$ cat src/hw/synth_cfg_pkg.sv
// Purpose: constants for the synthesizer output and calibration config bank
// Assumes: 16-bit registers, one per aligned 32-bit APB word
// Notes:   offsets are register indices; byte address is four times the index
package synth_cfg_pkg;
  // register indices and byte addresses
  localparam logic [7:0] gain_drive_idx = 8'h02;
  localparam logic [7:0] route_div_idx  = 8'h03;
  localparam logic [7:0] osc_cal_idx    = 8'h04;
  localparam logic [9:0] gain_drive_addr = {gain_drive_idx, 2'b00};
  localparam logic [9:0] route_div_addr  = {route_div_idx, 2'b00};
  localparam logic [9:0] osc_cal_addr    = {osc_cal_idx, 2'b00};
  // reset values
  localparam logic [15:0] gain_drive_rst = 16'h0f3f;
  localparam logic [15:0] route_div_rst  = 16'h5040;
  localparam logic [15:0] osc_cal_rst    = 16'h0710;
  // gain and drive register fields
  localparam int pump_gain_lsb  = 6;
  localparam int drive_b_lsb    = 3;
  localparam int drive_a_lsb    = 0;
  // routing and divider register fields
  localparam int src_b_lsb      = 14;
  localparam int src_a_lsb      = 12;
  localparam int route_ctl_bit  = 11;
  localparam int phase_detector_delay_lsb    = 5;
  localparam int channel_divider_ratio_lsb      = 0;
  // calibration control register fields
  localparam int osc_ro_bit     = 15;
  localparam int cap_force_bit  = 14;
  localparam int bias_force_bit = 13;
  localparam int core_force_bit = 12;
  localparam int quick_bit      = 11;
  localparam int acal_bit       = 10;
  localparam int fcal_bit       = 9;
  // calibration start defaults when quick resume is off
  localparam logic [7:0] cap_start_rst  = 8'hbf;
  localparam logic [8:0] bias_start_rst = 9'h12c;
  localparam logic [2:0] core_start_rst = 3'h7;
  // phase detector delay: (code + offset) * step oscillator cycles
  localparam logic [8:0] phase_detector_delay_offset = 9'h003;
  localparam int         phase_detector_delay_shift  = 2;
endpackage

$ cat src/hw/synth_cfg_regs.sv
// Purpose: APB register bank for output routing, drive and oscillator calibration
// Assumes: one clock; routing pins are asynchronous and synchronised here
// Notes:   every output comes from a flip-flop, one cycle after its cause, three cycles after a routing pin
//
// Added by the designer: register access over APB.
`timescale 1ns/1ps
`default_nettype none
module synth_cfg_regs
(
  input  wire logic        clock,
  input  wire logic        rstn,
  // apb slave
  input  wire logic        psel,
  input  wire logic        penable,
  input  wire logic        pwrite,
  input  wire logic [11:0] paddr,
  input  wire logic [31:0] pwdata,
  input  wire logic [3:0]  pstrb,
  output logic      [31:0] prdata,
  output logic             pready,
  output logic             pslverr,
  // routing pins, asynchronous
  input  wire logic [1:0]  out_a_route_pin,
  input  wire logic [1:0]  out_b_route_pin,
  // calibration results and manual codes, same clock
  input  wire logic [7:0]  cal_capacitor_code,
  input  wire logic [8:0]  cal_bias_current_code,
  input  wire logic [2:0]  cal_core_select,
  input  wire logic [7:0]  osc_capacitor_code,
  input  wire logic [8:0]  osc_bias_current_code,
  input  wire logic [2:0]  osc_core_select,
  // configuration towards the analog side
  output logic      [4:0]  pump_up_gain,
  output logic             pump_gain_valid,
  output logic      [3:0]  out_a_drive_steps,
  output logic      [3:0]  out_b_drive_steps,
  output logic      [1:0]  out_a_source,
  output logic      [1:0]  out_b_source,
  output logic             out_source_invalid,
  output logic             phase_detector_delay_en,
  output logic      [8:0]  phase_detector_delay,
  output logic      [10:0] channel_divider_ratio,
  output logic      [7:0]  osc_capacitor_code_used,
  output logic      [8:0]  osc_bias_current_code_used,
  output logic      [2:0]  osc_core_select_used,
  output logic      [7:0]  cal_start_capacitor_code,
  output logic      [8:0]  cal_start_bias_code,
  output logic      [2:0]  cal_start_core_select,
  output logic             fast_amp_cal_en,
  output logic             fast_freq_cal_en
);

  // register storage
  logic [15:0] gain_reg;          // gain and drive
  logic [15:0] route_reg;         // routing and divider
  logic [15:0] osc_reg;           // calibration control
  // routing pin synchronisers
  logic [1:0]  pin_a_meta_reg;    // first stage, read only by second
  logic [1:0]  pin_a_sync_reg;    // second stage
  logic [1:0]  pin_b_meta_reg;
  logic [1:0]  pin_b_sync_reg;
  // bus decode
  logic        access;            // access phase, first cycle
  logic        commit;            // edge at which the transfer ends
  logic        hit_gain;
  logic        hit_route;
  logic        hit_osc;
  logic [15:0] lane_mask;         // byte strobes widened to bits
  logic [15:0] rd_word;           // register picked for a read
  logic [1:0]  sel_a;             // source chosen before registering
  logic [1:0]  sel_b;

  // merge write data into a register under byte strobes
  function automatic logic [15:0] merge(input logic [15:0] old,
                                        input logic [15:0] data,
                                        input logic [15:0] mask);
    merge = (old & ~mask) | (data & mask);
  endfunction

  // drive code to current in 2.5mA steps, code+1
  function automatic logic [3:0] drive_steps(input logic [2:0] code);
    drive_steps = {1'b0, code} + 4'h1;
  endfunction

  // channel divider code to ratio, zero for not applicable
  function automatic logic [10:0] div_ratio(input logic [4:0] code);
    case (code)
      5'h01: div_ratio = 11'd2;
      5'h02: div_ratio = 11'd4;
      5'h03: div_ratio = 11'd6;
      5'h04: div_ratio = 11'd8;
      5'h05: div_ratio = 11'd12;
      5'h06: div_ratio = 11'd8;
      5'h07: div_ratio = 11'd24;
      5'h08: div_ratio = 11'd32;
      5'h09: div_ratio = 11'd48;
      5'h0a: div_ratio = 11'd64;
      5'h0b: div_ratio = 11'd96;
      5'h0c: div_ratio = 11'd128;
      5'h0d: div_ratio = 11'd192;
      5'h0e: div_ratio = 11'd256;
      5'h0f: div_ratio = 11'd384;
      5'h10: div_ratio = 11'd512;
      5'h11: div_ratio = 11'd768;
      5'h12: div_ratio = 11'd1024;
      5'h13: div_ratio = 11'd1536;
      default: div_ratio = 11'd0;
    endcase
  endfunction

  // phase detector delay in oscillator cycles
  function automatic logic [8:0] dly_cycles(input logic [5:0] code);
    dly_cycles = (code == 6'h00) ? 9'h000
               : ({3'b000, code} + synth_cfg_pkg::phase_detector_delay_offset) << synth_cfg_pkg::phase_detector_delay_shift;
  endfunction

  // bus decode; pready is registered so each access waits one cycle
  always_comb
  begin
    access    = psel && penable && !pready;
    commit    = psel && penable && pready;
    hit_gain  = paddr[11:2] == {2'b00, synth_cfg_pkg::gain_drive_addr[9:2]};
    hit_route = paddr[11:2] == {2'b00, synth_cfg_pkg::route_div_addr[9:2]};
    hit_osc   = paddr[11:2] == {2'b00, synth_cfg_pkg::osc_cal_addr[9:2]};
    lane_mask = {{8{pstrb[1]}}, {8{pstrb[0]}}};
    // unmapped places read as zero
    rd_word   = hit_gain ? gain_reg : hit_route ? route_reg : hit_osc ? osc_reg : 16'h0000;
  end

  // apb answer: one wait cycle, error on unmapped address
  always_ff @(posedge clock or negedge rstn)
  begin
    if (!rstn)
    begin
      pready  <= 1'b0;
      pslverr <= 1'b0;
      prdata  <= 32'h0000_0000;
    end
    else
    begin
      pready  <= access;
      pslverr <= access && !(hit_gain || hit_route || hit_osc);
      if (access && !pwrite)
      begin
        // upper half reads as zero
        prdata <= {16'h0000, rd_word};
      end
    end
  end

  // gain and drive register, hidden top field stored as written
  // offset and reset
  always_ff @(posedge clock or negedge rstn)
  begin
    if (!rstn)
    begin
      gain_reg <= synth_cfg_pkg::gain_drive_rst;
    end
    else if (commit && pwrite && hit_gain)
    begin
      gain_reg <= merge(gain_reg, pwdata[15:0], lane_mask);
    end
  end

  // routing and divider register
  // offset and reset
  always_ff @(posedge clock or negedge rstn)
  begin
    if (!rstn)
    begin
      route_reg <= synth_cfg_pkg::route_div_rst;
    end
    else if (commit && pwrite && hit_route)
    begin
      route_reg <= merge(route_reg, pwdata[15:0], lane_mask);
    end
  end

  // calibration control register
  // offset and reset
  always_ff @(posedge clock or negedge rstn)
  begin
    if (!rstn)
    begin
      osc_reg <= synth_cfg_pkg::osc_cal_rst;
    end
    else if (commit && pwrite && hit_osc)
    begin
      osc_reg <= merge(osc_reg, pwdata[15:0], lane_mask)
                 & ~(16'h0001 << synth_cfg_pkg::osc_ro_bit);
    end
  end

  // two-flop synchronisers for the routing pins
  always_ff @(posedge clock or negedge rstn)
  begin
    if (!rstn)
    begin
      {pin_a_meta_reg, pin_a_sync_reg, pin_b_meta_reg, pin_b_sync_reg} <= 8'h00;
    end
    else
    begin
      pin_a_meta_reg <= out_a_route_pin;
      pin_a_sync_reg <= pin_a_meta_reg;
      pin_b_meta_reg <= out_b_route_pin;
      pin_b_sync_reg <= pin_b_meta_reg;
    end
  end

  // source selection before registering
  always_comb
  begin
    if (route_reg[synth_cfg_pkg::route_ctl_bit])
    begin
      sel_a = route_reg[synth_cfg_pkg::src_a_lsb +: 2];
      sel_b = route_reg[synth_cfg_pkg::src_b_lsb +: 2];
    end
    else
    begin
      sel_a = pin_a_sync_reg;
      sel_b = pin_b_sync_reg;
    end
  end

  // output routing; invalid codes flagged, not corrected
  always_ff @(posedge clock or negedge rstn)
  begin
    if (!rstn)
    begin
      out_a_source       <= 2'h1;
      out_b_source       <= 2'h1;
      out_source_invalid <= 1'b0;
    end
    else
    begin
      out_a_source       <= sel_a;
      out_b_source       <= sel_b;
      out_source_invalid <= (sel_a == 2'h3) || (sel_b == 2'h2);
    end
  end

  // gain and drive decode
  always_ff @(posedge clock or negedge rstn)
  begin
    if (!rstn)
    begin
      pump_up_gain      <= 5'h1c;
      pump_gain_valid   <= 1'b1;
      out_a_drive_steps <= 4'h8;
      out_b_drive_steps <= 4'h8;
    end
    else
    begin
      pump_up_gain      <= gain_reg[synth_cfg_pkg::pump_gain_lsb +: 5];
      pump_gain_valid   <= gain_reg[synth_cfg_pkg::pump_gain_lsb + 1 +: 4] != 4'h0;
      out_a_drive_steps <= drive_steps(gain_reg[synth_cfg_pkg::drive_a_lsb +: 3]);
      out_b_drive_steps <= drive_steps(gain_reg[synth_cfg_pkg::drive_b_lsb +: 3]);
    end
  end

  // delay and divider decode
  always_ff @(posedge clock or negedge rstn)
  begin
    if (!rstn)
    begin
      phase_detector_delay_en <= 1'b1;
      phase_detector_delay    <= 9'h014;
      channel_divider_ratio   <= 11'd0;
    end
    else
    begin
      phase_detector_delay_en <= route_reg[synth_cfg_pkg::phase_detector_delay_lsb +: 6] != 6'h00;
      phase_detector_delay    <= dly_cycles(route_reg[synth_cfg_pkg::phase_detector_delay_lsb +: 6]);
      channel_divider_ratio   <= div_ratio(route_reg[synth_cfg_pkg::channel_divider_ratio_lsb +: 5]);
    end
  end

  // oscillator codes in use: manual when forced, else calibrated
  always_ff @(posedge clock or negedge rstn)
  begin
    if (!rstn)
    begin
      osc_capacitor_code_used    <= 8'h00;
      osc_bias_current_code_used <= 9'h000;
      osc_core_select_used       <= 3'h0;
    end
    else
    begin
      osc_capacitor_code_used    <= osc_reg[synth_cfg_pkg::cap_force_bit] ?
                                    osc_capacitor_code : cal_capacitor_code;
      osc_bias_current_code_used <= osc_reg[synth_cfg_pkg::bias_force_bit] ?
                                    osc_bias_current_code : cal_bias_current_code;
      osc_core_select_used       <= osc_reg[synth_cfg_pkg::core_force_bit] ?
                                    osc_core_select : cal_core_select;
    end
  end

  // calibration start point and fast calibration enables
  always_ff @(posedge clock or negedge rstn)
  begin
    if (!rstn)
    begin
      cal_start_capacitor_code <= synth_cfg_pkg::cap_start_rst;
      cal_start_bias_code      <= synth_cfg_pkg::bias_start_rst;
      cal_start_core_select    <= synth_cfg_pkg::core_start_rst;
      fast_amp_cal_en          <= 1'b1;
      fast_freq_cal_en         <= 1'b1;
    end
    else
    begin
      // quick resume from held codes, else defaults
      cal_start_capacitor_code <= osc_reg[synth_cfg_pkg::quick_bit] ?
                                  cal_capacitor_code : synth_cfg_pkg::cap_start_rst;
      cal_start_bias_code      <= osc_reg[synth_cfg_pkg::quick_bit] ?
                                  cal_bias_current_code : synth_cfg_pkg::bias_start_rst;
      cal_start_core_select    <= osc_reg[synth_cfg_pkg::quick_bit] ?
                                  cal_core_select : synth_cfg_pkg::core_start_rst;
      fast_amp_cal_en  <= osc_reg[synth_cfg_pkg::acal_bit];
      fast_freq_cal_en <= osc_reg[synth_cfg_pkg::fcal_bit];
    end
  end

  // checks
  chk_osc_top_zero: assert property (@(posedge clock) disable iff (!rstn)
    osc_reg[15] == 1'b0)
    else $error("calibration top bit not zero");
  chk_gain_write: assert property (@(posedge clock) disable iff (!rstn)
    commit && pwrite && hit_gain && pstrb[1:0] == 2'h3 |=> gain_reg == $past(pwdata[15:0]))
    else $error("gain register write lost");
  chk_read_osc: assert property (@(posedge clock) disable iff (!rstn)
    access && !pwrite && hit_osc |=> pready && prdata == {16'h0000, $past(osc_reg)})
    else $error("calibration register read wrong");
  chk_route_pins: assert property (@(posedge clock) disable iff (!rstn)
    !route_reg[11] |=> out_a_source == $past(pin_a_sync_reg) && out_b_source == $past(pin_b_sync_reg))
    else $error("pin routing not followed");
  chk_route_regs: assert property (@(posedge clock) disable iff (!rstn)
    route_reg[11] |=> out_a_source == $past(route_reg[13:12]) && out_b_source == $past(route_reg[15:14]))
    else $error("register routing not followed");
  chk_delay_cycles: assert property (@(posedge clock) disable iff (!rstn)
    route_reg[10:5] == 6'h3f ##1 route_reg[10:5] == 6'h3f |-> phase_detector_delay == 9'd264)
    else $error("delay cycles wrong");
  chk_div_six: assert property (@(posedge clock) disable iff (!rstn)
    route_reg[4:0] == 5'h06 |=> channel_divider_ratio == 11'd8)
    else $error("divider code six wrong");
  chk_cap_force: assert property (@(posedge clock) disable iff (!rstn)
    osc_reg[14] |=> osc_capacitor_code_used == $past(osc_capacitor_code))
    else $error("capcode force ignored");
  chk_bias_force: assert property (@(posedge clock) disable iff (!rstn)
    !osc_reg[13] |=> osc_bias_current_code_used == $past(cal_bias_current_code))
    else $error("calibrated bias not used");
  chk_quick_start: assert property (@(posedge clock) disable iff (!rstn)
    !osc_reg[11] |=> cal_start_core_select == 3'h7 && cal_start_capacitor_code == 8'hbf)
    else $error("default start codes wrong");
  chk_drive_a: assert property (@(posedge clock) disable iff (!rstn)
    gain_reg[2:0] == 3'h7 |=> out_a_drive_steps == 4'h8)
    else $error("drive A steps wrong");

endmodule
`default_nettype wire

$ cat config.mk
export PLATFORM = sky130hd
export DESIGN_NAME = synth_cfg_regs
export DESIGN_NICKNAME = d
export VERILOG_FILES = /design/src/hw/synth_cfg_pkg.sv /design/src/hw/synth_cfg_regs.sv
export SDC_FILE = /design/constraint.sdc
export NUM_CORES = 1
export LEC_CHECK = 0
export BUFFER_PORTS_ARGS = -buffer_cell sky130_fd_sc_hd__buf_2
export CAP_MARGIN = 0
export CORE_ASPECT_RATIO = 0.7
export CORE_MARGIN = 10
export CORE_UTILIZATION = 53
export DETAILED_ROUTE_END_ITERATION = 12
export PLACE_DENSITY = 0.84
export RECOVER_POWER = 100
export SLEW_MARGIN = 20
export SYNTH_ARGS = -nofsm -noshare
export SYNTH_HDL_FRONTEND = slang
export SYNTH_SLANG_ARGS = --single-unit
$ cat constraint.sdc
create_clock -name clock -period 3.05 [get_ports clock]
set_input_delay 0.1525 -clock clock [delete_from_list [all_inputs] [get_ports clock]]
set_output_delay 0.1525 -clock clock [all_outputs]
set_load 0.02 [all_outputs]
==> metrics.yaml, run 1 <==
status: "finished, final reports clean"
htree_levels: 4
drive_gt1_frac: 0.336
rsz0062_at_grt: "no"
finalSetupTns_ns: 0
cts_hold_buf: 60
hold_path_class: "input pin to flop"
ir_worst_vdd_v: 0.000488
crit_required_ns: 3.34
wl_per_cell_um: 20.0
cts_buffers: 17
cts_buffer_depth: 2
final_nets: 758
combPwrFrac: 0.064
clk_pin_slew_ns: 0.06
critPathKind: "input pin to flop"
finalCritPeriodShare: 0.812
cts_resized: 0
grt_pass1_wl_mm: 25.6
met2WireLength_mm: 8.74
seq_area_frac_synth: 0.640
fp.dieH_um: 109
place_ws_ns: 0.633
cp_cell_sequence: "dlygate4sd3_1 > clkbuf_1 > nand4_1 > nor4_2 > mux2_2"
io_buffers: 173
syn_area_um2: 6030
tightest_slew_ns: 1.33
fin_skew_ns: 0.0111
finalWorstSetupSlack_ns: 0.574
power_density_nw_per_um2: 552
syn_avg_cell_area_um2: 14.4
period_minus_slack_ns: 2.48
routed.top_layer: "met5"
path_buf_inv: 2
grt_overflow: 0
final_util: 0.724
critPathMaxFanout: 8
slowest_stage: "nor4_2"
vias: 4273
p_clk_frac: 0.471
core-area_um2: 11100
cts_root_buf: "clkbuf_16"
drv_slew: 0
switchingPower_uw: 968
cts_setup_buffers: 0
finalSetupViolCount: 0
synth_warnings: 0
p_seq_frac: 0.465
dieArea_um2: 16100
ys_ff_latch: 152
insertion_delay_ns: 0.41
vias_per_cell: 5.17
syn_inst: 420
io_pins: 213
grt_pass1_vias: 4731
gr-usage-all-layers: 0.203
row_count: 32
initial_core_util: 0.546
wl_met3_mm: 1.11
slew_headroom: 0.108
slowest_delay_ns: 1.18
drv_cap: 0
tritoncts: "yes"
area_growth_pct: 32.6
switching_share: 0.219
cpLargestDelayFamily: "simple AND/OR/NAND/NOR gates"
power.internal_mw: 3.45
grt_start_max_net_pins: 105
clock-sinks: 152
crit_arrival_ns: 2.77
die_x_um: 148
first_pass_iters: 4
leakage_nw: 3.60
worstSetupStartpointType: "input pin"
report.final.hold_viol_count: 0
gp_congestion: 0.803
endpoint_kind: "flop"
wl_met1_mm: 6.21
max_freq_mhz: 404
antenna_left: 0
remaining_drc_errors: 0
fillers: 783
antenna_found_initial: 3
synth_cell_types: 39
dpl.hpwl_mm: 11.0
wl_mm: 16.5
drtIter0Drc: 217
-- stage by stage --
| step | power, mW | std cells | hold slack [ns] | area (um^2) |
|---|---|---|---|---|
| after floorplan | 2.20 | 438 | -0.143 | 6100 |
| final | 4.42 | 826 | 0.0179 | 8000 |
| after global routing | 4.56 | 824 | 0.00328 | 7990 |
| after CTS | 4.46 | 823 | 0.000743 | 8190 |
| after detailed placement | 2.32 | 731 | 0.262 | 7000 |
| after global placement | 2.31 | 731 | 0.262 | 7000 |
-- path summary, 6_finish.rpt --
kind / from / to / slack [ns] / cells past startpoint
worst max-delay path: penable / flop / 0.57 / 5
worst min-delay path: pwdata[15] / flop / 0.02 / 2
worst max register to register: pready / flop / 0.58 / 3
worst min register to register: pin_a_meta_reg[1] / pin_a_sync_reg[1] / 0.36 / 0
max in group asynchronous: rstn / async pin / 0.94 / 3
min in group asynchronous: rstn / out_a_drive_steps[1] / 0.42 / 2
-- cell usage in the layout, fill, tap and decap left out, types with 3 or more instances in the layout --
cell | netlist | routed
a22oi_1 | 15 | 15
and2_0 | 0 | 5
buf_2 | 1 | 74
bufinv_16 | 0 | 3
clkbuf_1 | 14 | 101
clkbuf_16 | 0 | 17
clkinv_2 | 0 | 5
conb_1 | 1 | 19
dfrtp_1 | 108 | 108
dfstp_1 | 0 | 8
dfstp_2 | 44 | 36
diode_2 | 0 | 3
dlygate4sd3_1 | 0 | 60
ha_1 | 4 | 4
inv_1 | 6 | 6
mux2_1 | 4 | 12
mux2_2 | 82 | 74
nand2_1 | 22 | 22
nand2b_1 | 20 | 20
nor2_1 | 11 | 11
nor3_1 | 3 | 3
nor4_2 | 0 | 6
o21ai_0 | 15 | 15
or4bb_1 | 4 | 4
xor2_1 | 4 | 4
-- power groups by stage --
stage	Sequential [mW]	Clock, mW	Combinational [mW]
3_5_place_dp	2.09	0	0.229
2_1_floorplan	2.11	0	0.0890
4_1_cts	2.05	2.11	0.292
5_1_grt	2.06	2.19	0.307
3_3_place_gp	2.09	0	0.221
6_report	2.05	2.08	0.282
-- per-layer routing --
metal | vias to the layer above | GRT usage
met5 | - | 0
met4 | 2 | 0.0910
met3 | 37 | 0.0671
met2 | 179 | 0.363
met1 | 2152 | 0.220
li1 | 1903 | -
-- synth_stat cells (all sizes together) --
cell type,instances,share of area
a22oi,15,0.019
and2,7,0.0073
and3,2,0.0021
and3b,1,0.0015
buf,23,0.027
clkbuf,14,0.0087
conb,1,0.00062
dfrtp,108,0.45
dfstp,44,0.19
ha,4,0.0083
inv,6,0.0037
mux2,86,0.16
mux2i,1,0.0017
nand2,22,0.014
nand2b,20,0.021
nand4,1,0.0010
nand4b,2,0.0029
nand4bb,1,0.0019
nor2,11,0.0068
nor2b,1,0.0010
nor3,3,0.0025
nor3b,3,0.0037
nor4,7,0.022
nor4b,1,0.0015
nor4bb,1,0.0017
o2111ai,1,0.0015
o21ai,15,0.012
o22ai,2,0.0021
o31a,1,0.0015
o31ai,2,0.0025
or3,2,0.0021
or4,2,0.0025
or4bb,4,0.0075
xnor2,2,0.0029
xor2,4,0.0058
-- layout make-up --
class	count	area [um^2]	share of cell area
clock buffer	19	433	0.0541
inverter	6	22.5	0.00282
timing repair buffer	237	1370	0.172
antenna	3	7.51	0.000939
sequential	152	3860	0.482
multi-input combinational	243	1960	0.244
clock inverter	13	156	0.0196
tap	153	191	0.0239
-- logic make-up after synthesis --
logic type / after synthesis / synth area share
AO/OA/AOI/OAI: 36 / 0.0386
XOR/XNOR: 6 / 0.00871
multiplexers: 87 / 0.162
buffers and inverters: 43 / 0.0394
AND/OR/NAND/NOR: 91 / 0.102
flip-flops: 152 / 0.640
other: 1 / 0.000622
adder cells (fa/ha/maj): 4 / 0.00830
Power figures use the tool's default switching activity.
==> inputs of run 2 (changes only) <==
CORE_UTILIZATION = 50   (was 53)
PLACE_DENSITY = 0.8   (was 0.84)
clock period = 2.6 ns   (was 3.05 ns; I/O delays follow)
==> run 2 against run 1 <==
Against the previous run:
- via count is 1.2% higher
- critical path type is now flop to flop
- worst hold slack improved by 0.092 ns
- largest power group unchanged
- global-route usage fell by 0.58 points
==> metrics.yaml, run 2 (synthesis results as in run 1) <==
status: "finished, final reports clean"
worstSetupStartpointType: "flop"
period_minus_slack_ns: 2.11
drive_gt1_frac: 0.337
cts_resized: 0
min-delay-start: "paddr[3]"
rsz0062_at_grt: "no"
fp.dieH_um: 112
cts_root_buf: "clkbuf_16"
r2r_start: "pready"
htree_levels: 4
endpoint_kind: "flop"
wl_per_cell_um: 19.4
finalCritPeriodShare: 0.813
first_pass_iters: 4
io_pins: 213
final_util: 0.697
cts_hold_buf: 67
final_common_cell: "dfrtp_1"
cts_buffers: 17
vias: 4323
io_buffers: 173
drtIter0Drc: 326
dpl.hpwl_mm: 10.9
tritoncts: "yes"
final_cell_mix: "dfrtp_1 (108), clkbuf_1 (105), mux2_2 (78), buf_2 (74), dlygate4sd3_1 (67)"
clk_pin_slew_ns: 0.06
grt_overflow: 0
drv_slew: 0
max_freq_mhz: 473
antenna_found_initial: 2
startpoint: "pready"
worstRegToRegCells: 5
drv_cap: 0
leakage_nw: 3.72
remaining_drc_errors: 0
slew_headroom: 0.0606
finalSetupViolCount: 0
initial_core_util: 0.513
core-area_um2: 11800
hold_path_class: "input pin to flop"
reg2reg_slack_ns: 0.49
grt_pass1_vias: 4742
hold-path-cell-count: 3
area_growth_pct: 36.0
holdPathEnd: "prdata[15]"
insertion_delay_ns: 0.41
vias_per_cell: 5.13
cts_buffer_depth: 2
critPathKind: "flop to flop"
tightest_slew_ns: 1.41
fin_skew_ns: 0.0138
crit_required_ns: 2.90
grt_pass1_wl_mm: 26.2
grt_start_max_net_pins: 66
multi_input_area_um2: 1980
ff_latch_area_um2: 3860
ir_worst_vdd_v: 0.000476
finalSetupTns_ns: 0
cts_setup_buffers: 0
report.final.hold_viol_count: 0
dieArea_um2: 16900
critPathMaxFanout: 8
clock-sinks: 152
antenna_left: 0
gr-usage-all-layers: 0.198
wl_mm: 16.4
fillers: 895
crit_arrival_ns: 2.41
row_count: 33
power_density_nw_per_um2: 661
gp_congestion: 0.826
die_x_um: 151
final_nets: 773
-- run 2: cell types whose count changed in the layout (fill, tap and decap cells not counted), moves of 2 or more --
cell	previous run	this run
dlygate4sd3_1	60	67
nor4_2	6	0
clkinv_2	5	0
clkbuf_1	101	105
mux2_1	12	8
mux2_2	74	78
nor4_4	0	4
clkbuf_8	0	3
and2_0	5	3
and2_1	2	4
diode_2	3	1
nor4_1	1	3
-- run 2: critical path: stages, from the launching register on --
cell,delay (ns)
dfrtp_1,0.38
nand4_1,0.11
clkbuf_1,0.28
nor4_1,0.36
clkbuf_1,0.46
mux2_2,0.40
-- run 2: worst max-delay path by stage --
stage                  to  slack [ns]  depth (start not counted)
2_1_floorplan        flop        0.56                          3
3_3_place_gp   prdata[15]        0.41                          4
3_5_place_dp   prdata[15]        0.36                          4
4_1_cts        prdata[15]        0.72                          4
5_1_grt              flop        0.34                          5
6_report             flop        0.49                          5
-- run 2: stage by stage --
step / total power, mW / hold WS [ns] / std cells / instance area, um^2 / worst slack, ns
floorplan: 2.58 / -0.166 / 438 / 6100 / 0.556
global placement: 2.71 / 0.114 / 743 / 7060 / 0.413
detailed placement: 2.72 / 0.123 / 743 / 7060 / 0.364
CTS: 5.46 / 0.101 / 842 / 8390 / 0.721
global route: 5.61 / 0.141 / 843 / 8200 / 0.340
finish: 5.42 / 0.109 / 843 / 8200 / 0.485
-- run 2: final cells by class --
type,instances,share of cell area
diodes,1,0.000305
clock buffers,20,0.0569
clock inverters,12,0.0230
inverters,6,0.00275
multi-input cells,243,0.241
flip-flops and latches,152,0.470
well taps,157,0.0240
repair buffers,252,0.181
-- run 2: per-layer routing --
layer,part of all wire,track usage,vias up
met5,0.00043,0,-
met4,0.018,0.0704,2
met3,0.077,0.0712,24
met2,0.52,0.339,163
met1,0.39,0.221,2197
li1,-,-,1937
-- run 2: where the power goes --
group	total [mW]	internal (mW)	leakage [nW]	switching [mW]
Combinational	0.345	0.150	1.53	0.195
Clock	2.67	1.70	0.311	0.967
Sequential	2.41	2.40	1.88	0.00976
